`src/time_base_pkg.sv`:
```
// Constants for the timer time-base unit: register map, field positions, reset values.
// Assumes a 32-bit AXI4-Lite register bus and one clock domain.
package time_base_pkg;

  // ************************************************************
  // register offsets (byte addresses)
  // ************************************************************
  localparam logic [7:0] CTRL_OFS   = 8'h00; // timer_control_one
  localparam logic [7:0] IEN_OFS    = 8'h04; // interrupt/dma enable
  localparam logic [7:0] STS_OFS    = 8'h08; // timer_status_reg
  localparam logic [7:0] EVTGEN_OFS = 8'h0C; // event_generation_reg
  localparam logic [7:0] CNT_OFS    = 8'h10; // counter_value_reg
  localparam logic [7:0] PSC_OFS    = 8'h14; // prescaler_value_reg
  localparam logic [7:0] AR_OFS     = 8'h18; // auto_reload_reg
  localparam logic [7:0] CLR_OFS    = 8'h1C; // status clear, write-only

  // ************************************************************
  // control field positions
  // ************************************************************
  localparam int CTRL_RUN_BIT  = 0; // counter_run_enable
  localparam int CTRL_UPDOFF_BIT = 1; // update_disable
  localparam int CTRL_URS_BIT  = 2; // update_request_select
  localparam int CTRL_DIR_BIT  = 4; // direction, 1 = down
  localparam int CTRL_CAM_LO   = 5; // center_align_select [6:5]
  localparam int CTRL_ARPE_BIT = 7; // reload_preload_enable
  localparam logic [7:0] CTRL_MASK = 8'hF7;

  // status / enable bits
  localparam int STS_UPD_BIT = 0; // update_flag
  localparam int IEN_IRQ_BIT = 0; // update interrupt enable
  localparam int IEN_DMA_BIT = 8; // update dma enable
  localparam int EVT_UG_BIT  = 0; // update_generate

  // ************************************************************
  // reset values
  // ************************************************************
  localparam logic [15:0] CTRL_RST = 16'h0000;
  localparam logic [15:0] PSC_RST  = 16'h0000;
  localparam logic [15:0] AR_RST   = 16'hFFFF;
  localparam logic [15:0] CNT_RST  = 16'h0000;

  // axi responses
  localparam logic [1:0] RESP_OKAY   = 2'b00;
  localparam logic [1:0] RESP_SLVERR = 2'b10;

  typedef enum logic [1:0] {
    MODE_UP,
    MODE_DOWN,
    MODE_CENTER
  } count_mode_t;

endpackage : time_base_pkg

```
`src/timer_time_base_unit.sv`:
```
// Time-base unit: prescaler, counter and auto-reload with update-event logic.
// Assumes an AXI4-Lite master on the same clock; all inputs synchronous to clk.
//
// The implementer's own choices: the register offsets and the AXI4-Lite slave port.
`timescale 1ns/100ps
`default_nettype none
module timer_time_base_unit (
  input  wire logic        clk,
  input  wire logic        rst,
  input  wire logic [7:0]  s_axi_awaddr,
  input  wire logic        s_axi_awvalid,
  output logic             s_axi_awready,
  input  wire logic [31:0] s_axi_wdata,
  input  wire logic [3:0]  s_axi_wstrb,
  input  wire logic        s_axi_wvalid,
  output logic             s_axi_wready,
  output logic [1:0]       s_axi_bresp,
  output logic             s_axi_bvalid,
  input  wire logic        s_axi_bready,
  input  wire logic [7:0]  s_axi_araddr,
  input  wire logic        s_axi_arvalid,
  output logic             s_axi_arready,
  output logic [31:0]      s_axi_rdata,
  output logic [1:0]       s_axi_rresp,
  output logic             s_axi_rvalid,
  input  wire logic        s_axi_rready,
  output logic             irqOut,
  output logic             dmaReq
);
  import time_base_pkg::*;

  // ************************************************************
  // registers
  // ************************************************************
  logic [7:0]  ctrlReg;
  logic [15:0] ienReg;
  logic        updFlagReg;
  logic [15:0] pscPreReg;
  logic [15:0] pscShadowReg;
  logic [15:0] pscCntReg;
  logic [15:0] arPreReg;
  logic [15:0] arShadowReg;
  logic [15:0] cntReg;
  logic        downReg;        // current direction in center mode
  logic        runDlyReg;      // run enable seen one cycle ago
  logic        ugReg;          // pending software update, self-clearing
  logic [7:0]  awAddrReg;
  logic        awHeldReg;
  logic [31:0] wDataReg;
  logic [3:0]  wStrbReg;
  logic        wHeldReg;

  // control decode
  logic        runEn;
  logic        updDis;
  logic        urs;
  logic        arpe;
  logic [1:0]  centerSel;
  count_mode_t mode;
  assign runEn     = ctrlReg[CTRL_RUN_BIT];
  assign updDis    = ctrlReg[CTRL_UPDOFF_BIT];
  assign urs       = ctrlReg[CTRL_URS_BIT];
  assign arpe      = ctrlReg[CTRL_ARPE_BIT];
  assign centerSel = ctrlReg[CTRL_CAM_LO +: 2];

  // mode select: center whenever field nonzero, else direction bit
  always_comb begin
    if (centerSel != 2'b00) begin
      mode = MODE_CENTER;
    end else if (ctrlReg[CTRL_DIR_BIT]) begin
      mode = MODE_DOWN;
    end else begin
      mode = MODE_UP;
    end
  end

  // ************************************************************
  // bus write path
  // ************************************************************
  logic wrFire;
  logic [31:0] wrData;
  assign wrFire = awHeldReg && wHeldReg && !s_axi_bvalid;
  always_comb begin
    wrData = '0;
    for (int b = 0; b < 4; b++) begin
      if (wStrbReg[b]) begin
        wrData[b*8 +: 8] = wDataReg[b*8 +: 8];
      end
    end
  end
  logic wrCtrl;
  logic wrIen;
  logic wrEvt;
  logic wrCnt;
  logic wrPsc;
  logic wrAr;
  logic wrClr;
  assign wrCtrl = wrFire && awAddrReg == CTRL_OFS;
  assign wrIen  = wrFire && awAddrReg == IEN_OFS;
  assign wrEvt  = wrFire && awAddrReg == EVTGEN_OFS;
  assign wrCnt  = wrFire && awAddrReg == CNT_OFS;
  assign wrPsc  = wrFire && awAddrReg == PSC_OFS;
  assign wrAr   = wrFire && awAddrReg == AR_OFS;
  assign wrClr  = wrFire && awAddrReg == CLR_OFS;

  // address and data taken in either order, held until the write fires
  always_ff @(posedge clk or posedge rst) begin
    if (rst) begin
      awHeldReg <= 1'b0;
      wHeldReg  <= 1'b0;
      awAddrReg <= 8'h00;
      wDataReg  <= 32'h0000_0000;
      wStrbReg  <= 4'h0;
    end else begin
      if (s_axi_awvalid && s_axi_awready) begin
        awHeldReg <= 1'b1;
        awAddrReg <= s_axi_awaddr;
      end else if (wrFire) begin
        awHeldReg <= 1'b0;
      end
      if (s_axi_wvalid && s_axi_wready) begin
        wHeldReg <= 1'b1;
        wDataReg <= s_axi_wdata;
        wStrbReg <= s_axi_wstrb;
      end else if (wrFire) begin
        wHeldReg <= 1'b0;
      end
    end
  end

  // ready registered: high while the slot is free and no write response is pending
  always_ff @(posedge clk or posedge rst) begin
    if (rst) begin
      s_axi_awready <= 1'b0;
      s_axi_wready  <= 1'b0;
    end else begin
      s_axi_awready <= !awHeldReg && !(s_axi_awvalid && s_axi_awready) && !s_axi_bvalid;
      s_axi_wready  <= !wHeldReg && !(s_axi_wvalid && s_axi_wready) && !s_axi_bvalid;
    end
  end

  // write response, error for unmapped offsets and for the read-only status offset
  always_ff @(posedge clk or posedge rst) begin
    if (rst) begin
      s_axi_bvalid <= 1'b0;
      s_axi_bresp  <= RESP_OKAY;
    end else if (wrFire) begin
      s_axi_bvalid <= 1'b1;
      s_axi_bresp  <= (awAddrReg[1:0] == 2'b00 && awAddrReg <= CLR_OFS
                       && awAddrReg != STS_OFS) ? RESP_OKAY : RESP_SLVERR;
    end else if (s_axi_bready) begin
      s_axi_bvalid <= 1'b0;
    end
  end

  // ************************************************************
  // control and preload registers
  // ************************************************************
  always_ff @(posedge clk or posedge rst) begin
    if (rst) begin
      ctrlReg <= CTRL_RST[7:0];
      ienReg  <= 16'h0000;
    end else begin
      if (wrCtrl) begin
        ctrlReg <= wrData[7:0] & CTRL_MASK;
      end
      if (wrIen) begin
        ienReg <= wrData[15:0];
      end
    end
  end

  // preloads writable at any time, also while running
  always_ff @(posedge clk or posedge rst) begin
    if (rst) begin
      pscPreReg <= PSC_RST;
      arPreReg  <= AR_RST;
    end else begin
      if (wrPsc) begin
        pscPreReg <= wrData[15:0];
      end
      if (wrAr) begin
        arPreReg <= wrData[15:0];
      end
    end
  end

  // software update request: one cycle pending then cleared
  always_ff @(posedge clk or posedge rst) begin
    if (rst) begin
      ugReg <= 1'b0;
    end else begin
      ugReg <= wrEvt && wrData[EVT_UG_BIT];
    end
  end

  // ************************************************************
  // counting engine
  // ************************************************************
  // run delay gives the one-cycle start latency
  always_ff @(posedge clk or posedge rst) begin
    if (rst) begin
      runDlyReg <= 1'b0;
    end else begin
      runDlyReg <= runEn;
    end
  end

  logic tick;
  logic ovf;
  logic udf;
  logic hwEvt;
  logic swEvt;
  logic updEvt;
  assign tick = runEn && runDlyReg && (pscCntReg == pscShadowReg);
  assign ovf = tick && ((mode == MODE_UP && cntReg >= arShadowReg)
               || (mode == MODE_CENTER && !downReg && cntReg + 16'h0001 >= arShadowReg));
  assign udf = tick && ((mode == MODE_DOWN && cntReg == 16'h0000)
               || (mode == MODE_CENTER && downReg && cntReg <= 16'h0001));
  assign hwEvt = (ovf || udf) && !updDis;
  assign swEvt = ugReg && !updDis;
  assign updEvt = hwEvt || swEvt;

  // the reload value used for this cycle's wrap: preload value first on an update event with preload on
  logic [15:0] arNow;
  assign arNow = (updEvt && arpe) ? arPreReg : arShadowReg;

  // prescaler counter: restarts on every update event
  always_ff @(posedge clk or posedge rst) begin
    if (rst) begin
      pscCntReg <= 16'h0000;
    end else if (updEvt) begin
      pscCntReg <= 16'h0000;
    end else if (runEn && runDlyReg) begin
      pscCntReg <= (pscCntReg == pscShadowReg) ? 16'h0000 : pscCntReg + 16'h0001;
    end
  end

  // prescaler shadow moves on update, reload shadow only with preload on; while preload is off the reload shadow takes a write directly
  always_ff @(posedge clk or posedge rst) begin
    if (rst) begin
      pscShadowReg <= PSC_RST;
      arShadowReg  <= AR_RST;
    end else begin
      if (updEvt) begin
        pscShadowReg <= pscPreReg;
      end
      if (!arpe && wrAr) begin
        arShadowReg <= wrData[15:0];
      end else if (updEvt && arpe) begin
        arShadowReg <= arPreReg;
      end
    end
  end

  // counter value and center-mode direction
  always_ff @(posedge clk or posedge rst) begin
    if (rst) begin
      cntReg  <= CNT_RST;
      downReg <= 1'b0;
    end else if (wrCnt) begin
      cntReg <= wrData[15:0];
    end else if (swEvt) begin
      cntReg  <= (mode == MODE_DOWN) ? arNow : 16'h0000;
      downReg <= 1'b0;
    end else if (tick) begin
      unique case (mode)
        MODE_UP: begin
          cntReg <= (cntReg >= arShadowReg) ? 16'h0000 : cntReg + 16'h0001;
          downReg <= 1'b0;
        end
        MODE_DOWN: begin
          cntReg <= (cntReg == 16'h0000) ? arNow : cntReg - 16'h0001;
          downReg <= 1'b0;
        end
        MODE_CENTER: begin
          if (!downReg) begin
            if (cntReg + 16'h0001 >= arNow) begin
              cntReg  <= arNow;
              downReg <= 1'b1;
            end else begin
              cntReg <= cntReg + 16'h0001;
            end
          end else if (cntReg <= 16'h0001) begin
            cntReg  <= 16'h0000;
            downReg <= 1'b0;
          end else begin
            cntReg <= cntReg - 16'h0001;
          end
        end
      endcase
    end
  end

  // ************************************************************
  // update flag, interrupt and dma request
  // ************************************************************
  logic setFlag;
  assign setFlag = hwEvt || (swEvt && !urs);
  always_ff @(posedge clk or posedge rst) begin
    if (rst) begin
      updFlagReg <= 1'b0;
    end else if (setFlag) begin
      updFlagReg <= 1'b1;
    end else if (wrClr && wrData[STS_UPD_BIT]) begin
      updFlagReg <= 1'b0;
    end
  end

  // interrupt level follows enabled flag; dma pulses per flagged event
  always_ff @(posedge clk or posedge rst) begin
    if (rst) begin
      irqOut <= 1'b0;
      dmaReq <= 1'b0;
    end else begin
      irqOut <= (updFlagReg || setFlag) && ienReg[IEN_IRQ_BIT] && !(wrClr && wrData[STS_UPD_BIT] && !setFlag);
      dmaReq <= setFlag && ienReg[IEN_DMA_BIT];
    end
  end

  // ************************************************************
  // bus read path
  // ************************************************************
  always_ff @(posedge clk or posedge rst) begin
    if (rst) begin
      s_axi_arready <= 1'b0;
      s_axi_rvalid  <= 1'b0;
      s_axi_rdata   <= 32'h0000_0000;
      s_axi_rresp   <= RESP_OKAY;
    end else begin
      s_axi_arready <= !s_axi_rvalid && !(s_axi_arvalid && s_axi_arready);
      if (s_axi_arvalid && s_axi_arready) begin
        s_axi_rvalid <= 1'b1;
        s_axi_rresp  <= RESP_OKAY;
        unique case (s_axi_araddr)
          CTRL_OFS:   s_axi_rdata <= {24'h000000, ctrlReg};
          IEN_OFS:    s_axi_rdata <= {16'h0000, ienReg};
          STS_OFS:    s_axi_rdata <= {31'h0000_0000, updFlagReg};
          EVTGEN_OFS: s_axi_rdata <= 32'h0000_0000;
          CNT_OFS:    s_axi_rdata <= {16'h0000, cntReg};
          PSC_OFS:    s_axi_rdata <= {16'h0000, pscPreReg};
          AR_OFS:     s_axi_rdata <= {16'h0000, arPreReg};
          CLR_OFS:    s_axi_rdata <= 32'h0000_0000;
          default: begin
            s_axi_rdata <= 32'h0000_0000;
            s_axi_rresp <= RESP_SLVERR;
          end
        endcase
      end else if (s_axi_rready) begin
        s_axi_rvalid <= 1'b0;
      end
    end
  end
endmodule : timer_time_base_unit
`default_nettype wire

```
`config.mk`:
```
export PLATFORM = sky130hd
export DESIGN_NAME = timer_time_base_unit
export DESIGN_NICKNAME = d
export VERILOG_FILES = /design/src/time_base_pkg.sv /design/src/timer_time_base_unit.sv
export SDC_FILE = /design/constraint.sdc
export NUM_CORES = 1
export LEC_CHECK = 0
export BUFFER_PORTS_ARGS = -buffer_cell sky130_fd_sc_hd__clkbuf_2
export CAP_MARGIN = 20
export CELL_PAD_IN_SITES_DETAIL_PLACEMENT = 1
export CELL_PAD_IN_SITES_GLOBAL_PLACEMENT = 2
export CORE_MARGIN = 2
export CORE_UTILIZATION = 35
export DETAILED_ROUTE_END_ITERATION = 10
export PLACE_DENSITY = 0.78
export SKIP_LAST_GASP = 1
export SLEW_MARGIN = 10
export SYNTH_ARGS = -nofsm -noshare
export SYNTH_HDL_FRONTEND = slang
export SYNTH_SLANG_ARGS = --single-unit
```
`constraint.sdc`:
```
create_clock -name clk -period 12.75 [get_ports clk]
set_clock_uncertainty 0.15 [all_clocks]
set_input_delay 1.275 -clock clk [delete_from_list [all_inputs] [get_ports clk]]
set_output_delay 1.275 -clock clk [all_outputs]
set_load 0.005 [all_outputs]
```
# --- Word-level counts from Yosys, hierarchy flattened ---
# Cells that the tools add are included.
word_totals:
  regBits: 194
  input_bits: 59
  out_inout_bits: 43
op_classes:
  addsub: 3
  n_lt_le_gt_ge: 5
  eq_ne: 17
  n_mux: 37
  bitwise_logic: 1
  n_reduce_logical: 76
ops:
  columns: ["cell", "n"]
  rows:
  - ["two-way mux 16 bit", 14]
  - ["case mux 16 bit (6 select lines)", 1]
  - ["equality test 8 x 5 -> 1 bit, second input constant", 8]
  - [">= comparator 16 bit", 3]
  - ["case mux 16 bit (3 select lines)", 1]
  - ["logical AND 1 bit", 40]
  - ["adder 16 x 1 -> 16 bit, second input constant", 2]
  - ["equality test 8 x 4 -> 1 bit, second input constant", 3]
  - ["equality test 16 bit", 1]
  - ["equality test 8 x 3 -> 1 bit, second input constant", 2]
  - ["less-or-equal comparator 16 x 1 -> 1 bit, second input constant", 1]
  - ["logical NOT 16 bit", 1]
  - ["logical NOT 8 bit", 2]
  - ["two-way mux 8 bit", 2]
  - ["nonzero test 2 bit", 8]
  - ["subtractor 16 x 1 -> 16 bit, second input constant", 1]
  - ["two-way mux 1 bit", 15]
  - ["logical NOT 1 bit", 13]
  - ["less-or-equal comparator 8 x 5 -> 1 bit, second input constant", 1]
  - ["!= test 8 x 4 -> 1 bit, second input constant", 1]
  - ["OR reduction 8 bit", 1]
  - ["logical OR 1 bit", 6]
  - ["two-way mux 2 bit", 3]
  - ["logical NOT 2 bit", 2]
  - ["other kinds (7)", 7]

# --- Longest topological paths before layout ---
# Gate-level depths: netlist (run 1).
depth:
  ltp_word: 19
  ltp_mapped: 31

# --- Worst setup path after synthesis (run 1) ---
# Ideal clock, no wire load.
synth_timing:
  path_type: "register to register"
  from: "register cntReg[0]"
  to: "register cntReg[2]"
  setup_ns: 0.139
  arrival_time_ns: 6.170
  path_slack_ns: 6.291
  path_stages_with_launch: 28
  n_path_buf: 3
  synth_period_minus_slack_ns: 6.459
  cell_sequence: "dfrtp_1 -> ha_1 -> clkbuf_1 -> nand3_1 -> nor2_1 -> nand2_1 -> nor2_1 -> nand3_1 -> xnor2_1 -> ha_1 -> a21oi_1 -> a21boi_0 -> o31a_1 -> or3_1 -> a32o_1 -> buf_6 -> buf_2 -> mux2i_1 -> ha_1 -> a211o_1 -> a221o_1 -> a21oi_1 -> nand3_1 -> o21ai_0 -> nand3_1 -> or3_1 -> a311oi_1 -> a2111oi_2"
synth_between:
  elab_chain_cells: 17
  elab_cells_between_ends: 30
  cone_classes: "add/sub: 2; order compare: 4; mux: 11; reduce/logical: 13"
synth_rtl:
  columns: ["item", "line_no", "source"]
  rows:
  - ["from (decl)", "timer_time_base_unit.sv:43", "logic [15:0] cntReg;"]
  - ["from (signal assigned)", "timer_time_base_unit.sv:262", "cntReg <= wrData[15:0];"]
  - ["from (signal assigned)", "timer_time_base_unit.sv:264", "cntReg <= (mode == MODE_DOWN) ? arNow : 16'h0000;"]
  - ["from (signal assigned)", "timer_time_base_unit.sv:269", "cntReg <= (cntReg >= arShadowReg) ? 16'h0000 : cntReg + 16'h0001;"]
  - ["adder 16 x 1 -> 16 bit", null, null]
  - [">= comparator 16 bit", "timer_time_base_unit.sv:217", "|| (mode == MODE_CENTER && !downReg && cntReg + 16'h0001 >= arShadowReg));"]
  - ["logical AND 1 bit", "timer_time_base_unit.sv:217", null]
  - ["logical OR 1 bit", "timer_time_base_unit.sv:217", null]
  - ["logical AND 1 bit", "timer_time_base_unit.sv:216", "assign ovf = tick && ((mode == MODE_UP && cntReg >= arShadowReg)"]
  - ["logical OR 1 bit", "timer_time_base_unit.sv:220", "assign hwEvt = (ovf || udf) && !updDis;"]
  - ["logical AND 1 bit", "timer_time_base_unit.sv:220", null]
  - ["logical OR 1 bit", "timer_time_base_unit.sv:222", "assign updEvt = hwEvt || swEvt;"]
  - ["logical AND 1 bit", "timer_time_base_unit.sv:226", "assign arNow = (updEvt && arpe) ? arPreReg : arShadowReg;"]
  - ["two-way mux 16 bit", null, null]
  - [">= comparator 16 bit", "timer_time_base_unit.sv:278", "if (cntReg + 16'h0001 >= arNow) begin"]
  - ["two-way mux 16 bit", "timer_time_base_unit.sv:278", null]
  - ["two-way mux 16 bit", "timer_time_base_unit.sv:277", "if (!downReg) begin"]
  - ["case mux 16 bit (3 select lines)", "timer_time_base_unit.sv:267", "unique case (mode)"]
  - ["two-way mux 16 bit", "timer_time_base_unit.sv:266", "end else if (tick) begin"]
  - ["two-way mux 16 bit (*)", "timer_time_base_unit.sv:263", "end else if (swEvt) begin"]
  - ["two-way mux 16 bit (*)", "timer_time_base_unit.sv:261", "end else if (wrCnt) begin"]
# Mark *: on every way between the ends. The rest lies on a longest branch, timed or not. The select of a mux whose other input is x is not followed.
# A chain may end at the register's enable or synchronous reset.

# --- Worst setup path in the final report (run 1) ---
layout_timing:
  from: "register cntReg[0]"
  to: "register cntReg[1]"
# Same word-level chain as after synthesis.

==> results of run 1 <==
==> cell type report <==
class / instances / share of cell area (%)
multi-input combinational: 855 / 47.5
sequential: 176 / 38.2
tap: 390 / 4.19
timing repair buffer: 82 / 4.07
clock buffer: 21 / 3.87
inverter: 41 / 1.37
clock inverter: 10 / 0.764
==> kinds of logic (layout without fill, tap and decap cells) <==
logic type,after synthesis,after routing
buf+inv,121,154
compound gates,295,295
mux,75,75
other cells,1,18
flops,176,176
xor+xnor,55,55
simple gates,360,360
fa+ha+maj,52,52
==> cells in the mapped netlist, types with 6 or more instances <==
cell / instances / area [sq um]
a21oi_1: 74 / 370
dfrtp_1: 144 / 3600
o31ai_1: 6 / 45.0
nor3_1: 18 / 90.1
a22oi_1: 8 / 60.1
dfstp_2: 32 / 841
mux2_2: 46 / 518
a222oi_1: 15 / 150
mux2i_1: 29 / 290
and3_1: 9 / 56.3
xor2_1: 34 / 298
buf_4: 18 / 135
nand3_1: 44 / 220
ha_1: 51 / 638
nor4_1: 12 / 75.1
a21o_1: 19 / 143
a211oi_1: 12 / 90.1
nand4_1: 17 / 106
xnor2_1: 21 / 184
inv_1: 41 / 154
nand2b_1: 7 / 43.8
clkbuf_1: 51 / 191
a31oi_1: 17 / 106
nor2_1: 95 / 357
nand2_1: 132 / 495
o21ai_0: 96 / 480
==> how the worst max path moves through the flow <==
stage	slack (ns)	from	depth (start not counted)	to
finish	4.62	cntReg[0]	26	cntReg[1]
global route	4.05	cntReg[0]	26	cntReg[2]
global placement	4.73	cntReg[0]	27	cntReg[1]
CTS	4.62	cntReg[0]	26	cntReg[1]
floorplan	6.29	cntReg[0]	27	cntReg[2]
detailed placement	4.64	cntReg[0]	26	cntReg[1]
==> registers in the layout, summed over array words and instances, names as in the netlist, 2 cells and up <==
name and cells:
arPreReg 16, arShadowReg 16, awAddrReg 8, cntReg 16, ctrlReg 7, ienReg 16, pscCntReg 16, pscPreReg 16
pscShadowReg 16, s_axi_rdata 16, wDataReg 16, wStrbReg 2
==> report_power, final <==
group | switching (mW) | total (mW) | internal, mW
clock | 0.225 | 0.497 | 0.272
combinational | 0.425 | 0.649 | 0.224
sequential | 0.0724 | 0.720 | 0.648
total | 0.722 | 1.87 | 1.14
==> worst register-to-register path, cell delays in order, from the launching register on <==
cell and delay (ns):
dfrtp_1 0.69, ha_1 0.44, nand3_1 0.17, nor2_1 0.30, nand2_1 0.09, nor2_1 0.27
nand3_1 0.14, xnor2_1 0.41, ha_1 0.33, nand4_1 0.21, a21oi_1 0.07, o31a_1 0.32
or3_1 0.48, a32o_1 0.26, buf_4 0.23, mux2i_1 0.49, ha_1 0.27, o21ai_0 0.09
o21ai_0 0.17, o2111ai_1 0.37, a31oi_1 0.23, or4b_2 0.64, nand3_1 0.12, buf_4 0.33
mux2_2 0.38, a221oi_1 0.25, a211oi_1 0.08
==> through the flow <==
step / std cells / hold WS (ns) / instance area [sq um] / utilization (%)
4_1_cts: 1574 / 0.310 / 11600 / 39.4
3_5_place_dp: 1543 / 0.302 / 11100 / 37.5
3_3_place_gp: 1543 / 0.290 / 11100 / 37.5
6_report: 1575 / 0.312 / 11600 / 39.5
2_1_floorplan: 1152 / 0.255 / 10500 / -
5_1_grt: 1575 / 0.349 / 11600 / 39.5
==> metal layers <==
| metal | GRT usage, % | share of wire, % |
|---|---|---|
| met5 | 0 | 0 |
| met4 | 7.13 | 2.2 |
| met3 | 2.77 | 3.1 |
| met2 | 35.7 | 47 |
| met1 | 31.6 | 48 |
==> impl_metrics.csv, run 1 <==
group,metric,value,unit
outcome,status,"finished clean",
clock_tree,clock_tree.root_cell,"clkbuf_16",
power_and_ir_drop,irDropWorstVdd,0.111,mV
global_routing,grt_pass1_wl,53600,microns
logic_synthesis,postSynth.asyncResetShare,100,%
global_routing,grt_max_degree,114,
placed_design,place_ws,4.64,ns
timing,rsz0062_at_grt,"false",
global_routing,overflow,0,
floorplanning,ioPinCount,102,
logic_synthesis,synth_simple_gate_area_share,15.7,%
timing,slew_violations,0,
final_layout,antenna_cells,0,
floorplanning,die_area,31200,sq um
clock_tree,post_cts_resize_count,0,
final_layout,drive_gt1_share,17.0,%
worst_setup_path,critical_path_class,"register to register",
clock_tree,post_cts_buffers,0,
worst_setup_path,rr_startpoint,"cntReg[0]",
worst_setup_path,start_kind,"register",
route,drc_errors,0,
worst_setup_path,critPathRequiredTime,12.89,ns
timing,period_needed,8.13,ns
worst_hold_path,whs_path_depth,1,
power_and_ir_drop,powerDensity,160,nW/um^2
floorplanning,fp.dieW,177,microns
worst_setup_path,max_stage_delay,0.69,ns
placed_design,gp_congestion,0.895,
timing,tightest_slew,1.01,ns
placed_design,port_buffers,65,
clock_tree,path_clk_slew,0.06,ns
placed_design,hpwl,25400,microns
route,drtIter0Drc,595,
floorplanning,die_height,177,microns
worst_setup_path,end_kind,"register",
timing,fin_crit_sh,63.8,%
logic_synthesis,seq_area_frac_synth,42.5,%
timing,fmax,123,MHz
route,num_vias,8817,
clock_tree,cts_made_buffers,17,
route,first_pass_iters,7,
worst_hold_path,min_from,"s_axi_rvalid",
logic_synthesis,synth_mux_area_share,7.74,%
final_layout,mostFrequentLayoutCells,"dfrtp_1, nand2_1, o21ai_0",
logic_synthesis,ys.flop_type,"dfrtp_1",
logic_synthesis,syn_inst,1135,
clock_tree,clock_path_buffers,2,
worst_setup_path,cpMaxStageDelayCell,"dfrtp_1",
global_routing,first_global_vias,9208,
clock_tree,clkLatencyLatePin,0.44,ns
worst_hold_path,hold_path.class,"register to register",
final_layout,multi_input_area,5530,sq um
timing,setup_violations,0,
timing,setup_tns,0,ns
global_routing,antenna_found_initial,0,
worst_setup_path,timing.rr.end,"cntReg[1]",
worst_setup_path,cp.arrival,8.27,ns
clock_tree,h-tree-depth,4,
logic_synthesis,synth-compound-area-share,18.0,%
logic_synthesis,synth_top_family_by_area,"compound AO/OA/AOI/OAI gates",
worst_setup_path,r2r_cells,26,
timing,fin_ws,4.62,ns
power_and_ir_drop,total_power,1.87,mW
worst_setup_path,crit_fanout,24,
timing,max_slew_margin,32.7,%
final_layout,nNetsFinal,1283,
clock_tree,hold_buffers,0,
clock_tree,cts_sinks,176,
final_layout,layout_commonest_cell,"dfrtp_1",
floorplanning,initial_utilization,35.4,%
logic_synthesis,ys_ff_latch,176,
final_layout,syn2layout_area_growth,11.4,%
power_and_ir_drop,leakage,5.25,nW
clock_tree,cts_tree,"done",
worst_setup_path,ff2ff_setup_slack,4.62,ns
logic_synthesis,ys_warn_count,0,
route,via_per_inst,5.60,
final_layout,regArea,4440,sq um
global_routing,grtUsageTotal,22.4,%
timing,hold_viol_final,0,
logic_synthesis,yosys.area_share.xor_xnor,4.61,%
worst_setup_path,critical_path.top_delay_family,"simple AND/OR/NAND/NOR gates",
route,antenna_left,0,
logic_synthesis,synth_fa_ha_area_share,6.21,%
logic_synthesis,synth_enable_flop_cells,0,
logic_synthesis,synth_area_per_cell,9.20,sq um
floorplanning,core_area,29500,sq um
flow_run,max-cap-violations,0,
route,wl,33900,microns
route,post_drt_wl_per_cell,21.5,microns
worst_setup_path,crit_buf_inv,2,
logic_synthesis,synth.distinct_cells,72,
worst_hold_path,min_to,"s_axi_arready",
final_layout,fill_cells,3474,
logic_synthesis,synth_area,10400,sq um
floorplanning,rows,63,
Power figures use the tool's default switching activity.
==> run 2, diff against run 1 <==
Settings changed: ABC_AREA set to 1, CORE_UTILIZATION 35 to 32, PLACE_DENSITY 0.78 to 0.79.
Clock period 12.75 ns to 6.69 ns, I/O delays scaled along.
==> run 2 against run 1 <==
  * Register-to-register slack worse by 4.0 ns
  * Core utilization is 2.4 points lower
  * Critical path type unchanged
  * Design area is 4.1% higher
  * Highest routed layer unchanged
  * Largest power group is now combinational logic
  * Area after synthesis is 1.8% higher
  * Critical endpoint is now cntReg[5]
  * Die area is 11% higher
==> impl_metrics.csv, run 2 <==
group,metric,value,unit
route,drc_errors,0,
placed_design,post-place-cells,1869,
logic_synthesis,yosysMostFrequentCell,"nand2_1",
global_routing,grt_pass1_wl,54600,microns
clock_tree,cts_tree,"done",
timing,rsz0062_at_grt,"false",
clock_tree,clkLatencyLatePin,0.45,ns
worst_setup_path,cp.arrival,6.24,ns
final_layout,syn2layout_area_growth,13.8,%
global_routing,grt_max_degree,83,
clock_tree,post_cts_buffers,0,
global_routing,grtUsageTotal,20.1,%
global_routing,first_global_vias,9685,
final_layout,final_util,37.1,%
worst_setup_path,rr_startpoint,"cntReg[0]",
final_layout,finalInstanceArea,12100,sq um
route,antenna_left,0,
timing,fin_crit_sh,90.4,%
final_layout,nNetsFinal,1558,
clock_tree,cts_made_buffers,17,
worst_setup_path,cpMaxStageDelayCell,"dfrtp_2",
floorplanning,die_area,34700,sq um
placed_design,place_ws,0.513,ns
logic_synthesis,seq_area_frac_synth,41.8,%
floorplanning,die_height,186,microns
placed_design,dpl-instance-area,11400,sq um
clock_tree,hold_buffers,0,
floorplanning,initial_utilization,32.6,%
final_layout,layout_commonest_cell,"nand2_1",
floorplanning,fp.dieW,186,microns
logic_synthesis,synth_area_per_cell,7.65,sq um
logic_synthesis,postSynth.asyncResetShare,100,%
clock_tree,cts_sinks,176,
timing,finalHoldWorstSlack,0.212,ns
final_layout,antenna_cells,0,
route,first_pass_iters,5,
route,wl,34500,microns
power_and_ir_drop,total_power,3.89,mW
worst_setup_path,timing.rr.end,"cntReg[5]",
worst_setup_path,start_kind,"register",
logic_synthesis,ys.flop_type,"dfrtp_1",
logic_synthesis,syn_inst,1391,
floorplanning,rows,66,
outcome,status,"finished clean",
placed_design,gp_congestion,0.803,
power_and_ir_drop,leakage,6.09,nW
route,num_vias,9538,
placed_design,hpwl,26000,microns
worst_setup_path,end_kind,"register",
timing,tightest_slew,1.01,ns
floorplanning,ioPinCount,102,
worst_setup_path,crit_fanout,24,
worst_hold_path,hold_path.class,"primary input to asynchronous set/reset pin",
flow_run,max-cap-violations,0,
floorplanning,core_area,32600,sq um
route,drtIter0Drc,479,
route,via_per_inst,5.01,
logic_synthesis,synth.distinct_cells,45,
timing,slew_violations,0,
timing,hold_viol_final,0,
global_routing,antenna_found_initial,0,
clock_tree,h-tree-depth,4,
logic_synthesis,ys_warn_count,0,
timing,period_needed,6.05,ns
route,post_drt_wl_per_cell,18.1,microns
clock_tree,clock_path_buffers,2,
worst_setup_path,max_stage_delay,0.44,ns
placed_design,port_buffers,65,
power_and_ir_drop,powerDensity,321,nW/um^2
worst_setup_path,critPathRequiredTime,6.88,ns
logic_synthesis,synth_top_area_share,33.9,%
clock_tree,path_clk_slew,0.07,ns
logic_synthesis,synth_top_area_cell,"dfrtp_1",
timing,setup_violations,0,
logic_synthesis,synth_area,10600,sq um
clock_tree,post_cts_resize_count,0,
timing,fmax,165,MHz
worst_setup_path,ff2ff_setup_slack,0.64,ns
worst_setup_path,crit_top_cell,"nand2_1",
timing,setup_tns,0,ns
logic_synthesis,synthTopCellsByCount,"nand2_1, inv_1, dfrtp_1, o21ai_0, nor2_1",
final_layout,finalNonFillerCells,1903,
logic_synthesis,ys_ff_latch,176,
final_layout,drive_gt1_share,14.0,%
final_layout,mostFrequentLayoutCells,"nand2_1, inv_1, dfrtp_1",
logic_synthesis,synth_enable_flop_cells,0,
clock_tree,clock_tree.root_cell,"clkbuf_16",
worst_setup_path,critical_path_class,"register to register",
logic_synthesis,synthTopCellsByArea,"dfrtp_1, nand2_1, dfstp_2",
global_routing,overflow,0,
worst_setup_path,r2r_cells,36,
timing,max_slew_margin,32.2,%
timing,fin_ws,0.639,ns
power_and_ir_drop,irDropWorstVdd,0.256,mV
==> run 2: cell count changes in the layout (fill, tap and decap cells not counted), moves of 20 or more <==
| cell | before | now |
|---|---|---|
| inv_1 | 40 | 147 |
| mux2i_1 | 29 | 0 |
| nand2_1 | 132 | 406 |
| nand3_1 | 44 | 80 |
| o21ai_0 | 96 | 129 |
| xnor2_1 | 21 | 1 |
==> run 2: layer usage <==
metal	up-vias	global-route usage (%)	wire (microns)
li1	4627	-	-
met1	4721	26.8	16300
met2	157	34.0	16600
met3	33	2.93	1030
met4	0	5.45	599
met5	-	0	0
==> run 2: worst max-delay path by stage <==
stage | start | endpoint | slack [ns] | cells past startpoint
after global routing | cntReg[0] | cntReg[5] | 0.01 | 37
after CTS | cntReg[0] | cntReg[5] | 0.48 | 37
after detailed placement | cntReg[0] | cntReg[5] | 0.51 | 37
after global placement | cntReg[0] | cntReg[7] | 0.58 | 36
final | cntReg[0] | cntReg[5] | 0.64 | 36
after floorplan | rst | awAddrReg[0] | 1.15 | 1
==> run 2: report_power, final <==
part	internal, mW	leakage [nW]	switching, mW
Sequential	1.24	2.25	0.118
Clock	0.647	0.298	0.439
Combinational	0.446	3.54	0.994
Total	2.34	6.09	1.55
==> run 2: critical path, delay by kind of cell, from the launching register on <==
kind,cells,cell delay [ns]
and+or+nand+nor,27,3.32
AOI/OAI and AO/OA,4,0.94
adders and majority gates,2,0.63
DFF,1,0.44
buffers and inverters,2,0.28
xor gates and xnor gates,1,0.17
==> run 2: cells by family (layout without fill, tap and decap cells) <==
logic type	count (synthesis)	in the layout	synth area share [%]
multiplexers	27	27	2.86
flip-flops	176	176	41.8
adder cells (fa/ha/maj)	51	51	6.00
other	1	18	0.0353
buffers and inverters	227	280	8.90
XOR/XNOR	38	38	3.13
AND/OR/NAND/NOR	623	623	24.3
AO/OA/AOI/OAI	248	248	13.0
==> run 2: layout make-up <==
cell class | instances | area [sq um]
sequential | 176 | 4450
multi-input combinational | 1005 | 5320
clock inverter | 9 | 158
inverter | 156 | 592
fill | 4026 | 20500
tap | 442 | 553
timing repair buffer | 92 | 568
clock buffer | 23 | 468
==> run 3, diff against run 2 <==
Settings changed: ABC_AREA 1 to unset, CORE_UTILIZATION 32 to 34.
==> run 3 against run 2 <==
  * Worst hold slack worse by 0.043 ns
  * Core utilization up 3.3 points
  * Register-to-register slack worse by 0.44 ns
  * Clock-buffer cell count up 2
  * Routed wire length up 2.9%
  * Largest cell class unchanged
  * Sequential power about the same
  * Non-clock buffer count up 53
  * Combinational power up 6%
==> impl_metrics.csv, run 3 (same netlist as run 1, synthesis figures left out) <==
group,metric,value,unit
outcome,status,"finished clean",
worst_setup_path,cp.arrival,6.62,ns
global_routing,grtUsageTotal,22.5,%
placed_design,place_ws,-0.148,ns
floorplanning,die_area,32100,sq um
timing,period_needed,6.49,ns
final_layout,drive_gt1_share,22.9,%
floorplanning,rows,64,
global_routing,overflow,0,
route,post_drt_wl_per_cell,21.6,microns
clock_tree,cts_tree,"done",
route,num_vias,9186,
global_routing,first_global_vias,9379,
route,drtIter0Drc,675,
floorplanning,fp.dieW,179,microns
timing,finalHoldWorstSlack,0.169,ns
power_and_ir_drop,p_switching,1.45,mW
worst_setup_path,start_kind,"register",
clock_tree,h-tree-depth,4,
power_and_ir_drop,irDropWorstVdd,0.188,mV
worst_hold_path,hold_path.class,"primary input to asynchronous set/reset pin",
final_layout,mostFrequentLayoutCells,"dfrtp_1, nand2_1, o21ai_0",
global_routing,grt_pass1_wl,54400,microns
worst_setup_path,max_stage_delay,0.42,ns
route,via_per_inst,5.58,
timing,slew_violations,0,
placed_design,dpl-instance-area,11500,sq um
timing,hold_viol_final,0,
worst_setup_path,crit_buf_inv,3,
clock_tree,cts_made_buffers,17,
final_layout,finalInstanceArea,12300,sq um
timing,tightest_slew,1.09,ns
timing,rsz0062_at_grt,"true",
timing,fmax,154,MHz
floorplanning,core_area,30400,sq um
final_layout,nNetsFinal,1346,
power_and_ir_drop,seq_power_share,34.6,%
placed_design,gp_congestion,0.886,
flow_run,max-cap-violations,0,
worst_setup_path,crit_fanout,6,
worst_setup_path,critical_path_class,"register to register",
power_and_ir_drop,powerDensity,323,nW/um^2
placed_design,port_buffers,65,
final_layout,final_util,40.4,%
clock_tree,clock_path_buffers,2,
worst_setup_path,critical_path.top_delay_family,"compound AO/OA/AOI/OAI gates",
timing,setup_tns,0,ns
final_layout,finalNonFillerCells,1645,
timing,setup_violations,0,
final_layout,fill_cells,3553,
route,wl,35500,microns
placed_design,hpwl,26900,microns
timing,fin_crit_sh,96.9,%
clock_tree,path_clk_slew,0.06,ns
placed_design,post-place-cells,1608,
power_and_ir_drop,leakage,5.64,nW
route,first_pass_iters,7,
worst_setup_path,cpMaxStageDelayCell,"or3_4",
worst_setup_path,critPathRequiredTime,6.83,ns
power_and_ir_drop,pwr-share-clk,27.0,%
floorplanning,initial_utilization,34.3,%
timing,fin_ws,0.204,ns
floorplanning,die_height,179,microns
final_layout,layout_commonest_cell,"dfrtp_1",
power_and_ir_drop,power.share.combinational,38.4,%
global_routing,grt_max_degree,77,
timing,max_slew_margin,27.0,%
power_and_ir_drop,sw_frac_of_total,36.6,%
final_layout,syn2layout_area_growth,17.8,%
route,drc_errors,0,
route,antenna_left,0,
worst_setup_path,end_kind,"register",
global_routing,antenna_found_initial,0,
floorplanning,ioPinCount,102,
clock_tree,cts_sinks,176,
clock_tree,clock_tree.root_cell,"clkbuf_16",
clock_tree,clkLatencyLatePin,0.44,ns
power_and_ir_drop,total_power,3.97,mW
power_and_ir_drop,internal-power,2.52,mW
final_layout,antenna_cells,0,
==> run 3: area by class of cell <==
cell class | instances | area (sq um) | area share, %
clock inverter | 7 | 123 | 0.997
sequential | 176 | 4450 | 36.2
timing repair buffer | 145 | 938 | 7.63
inverter | 41 | 159 | 1.29
multi-input combinational | 855 | 5630 | 45.8
tap | 396 | 495 | 4.03
clock buffer | 25 | 505 | 4.11
==> run 3: worst paths after layout <==
path                               from        endpoint  slack, ns  cells past startpoint
setup reg to reg              cntReg[1]       cntReg[2]       0.20                     27
setup / recovery              cntReg[1]       cntReg[2]       0.20                     27
min in group clk           s_axi_rready    s_axi_rvalid       0.26                      2
max in group asynchronous           rst  s_axi_rdata[3]       5.02                      3
hold reg to reg            s_axi_rvalid   s_axi_arready       0.30                      1
hold / removal                      rst    awAddrReg[5]       0.17                      2
==> run 3: timing repair <==
item / CTS / global route
hold buffers: 0 / 0
pin swaps: 0 / 7
resized for setup: 4 / 22
endpoints found under the hold margin: 0 / 0
setup endpoints to repair: 14 / 17
setup buffers: 0 / 5
==> run 3: routing by layer <==
metal	track usage, %	wire length, microns	share of wire [%]	vias to the layer above
li1	-	-	-	4242
met1	30.9	16600	47	4694
met2	36.3	16800	47	202
met3	2.86	1220	3.4	48
met4	7.93	876	2.5	0
met5	0	0	0	-
==> run 3: power by group through the flow <==
| stage | registers [mW] | logic (mW) | clock network, mW |
|---|---|---|---|
| final | 1.38 | 1.52 | 1.07 |
| after floorplan | 1.32 | 0.870 | 0 |
| after global placement | 1.39 | 1.43 | 0 |
| after CTS | 1.38 | 1.47 | 1.09 |
| after global routing | 1.40 | 1.66 | 1.13 |
| after detailed placement | 1.40 | 1.46 | 0 |
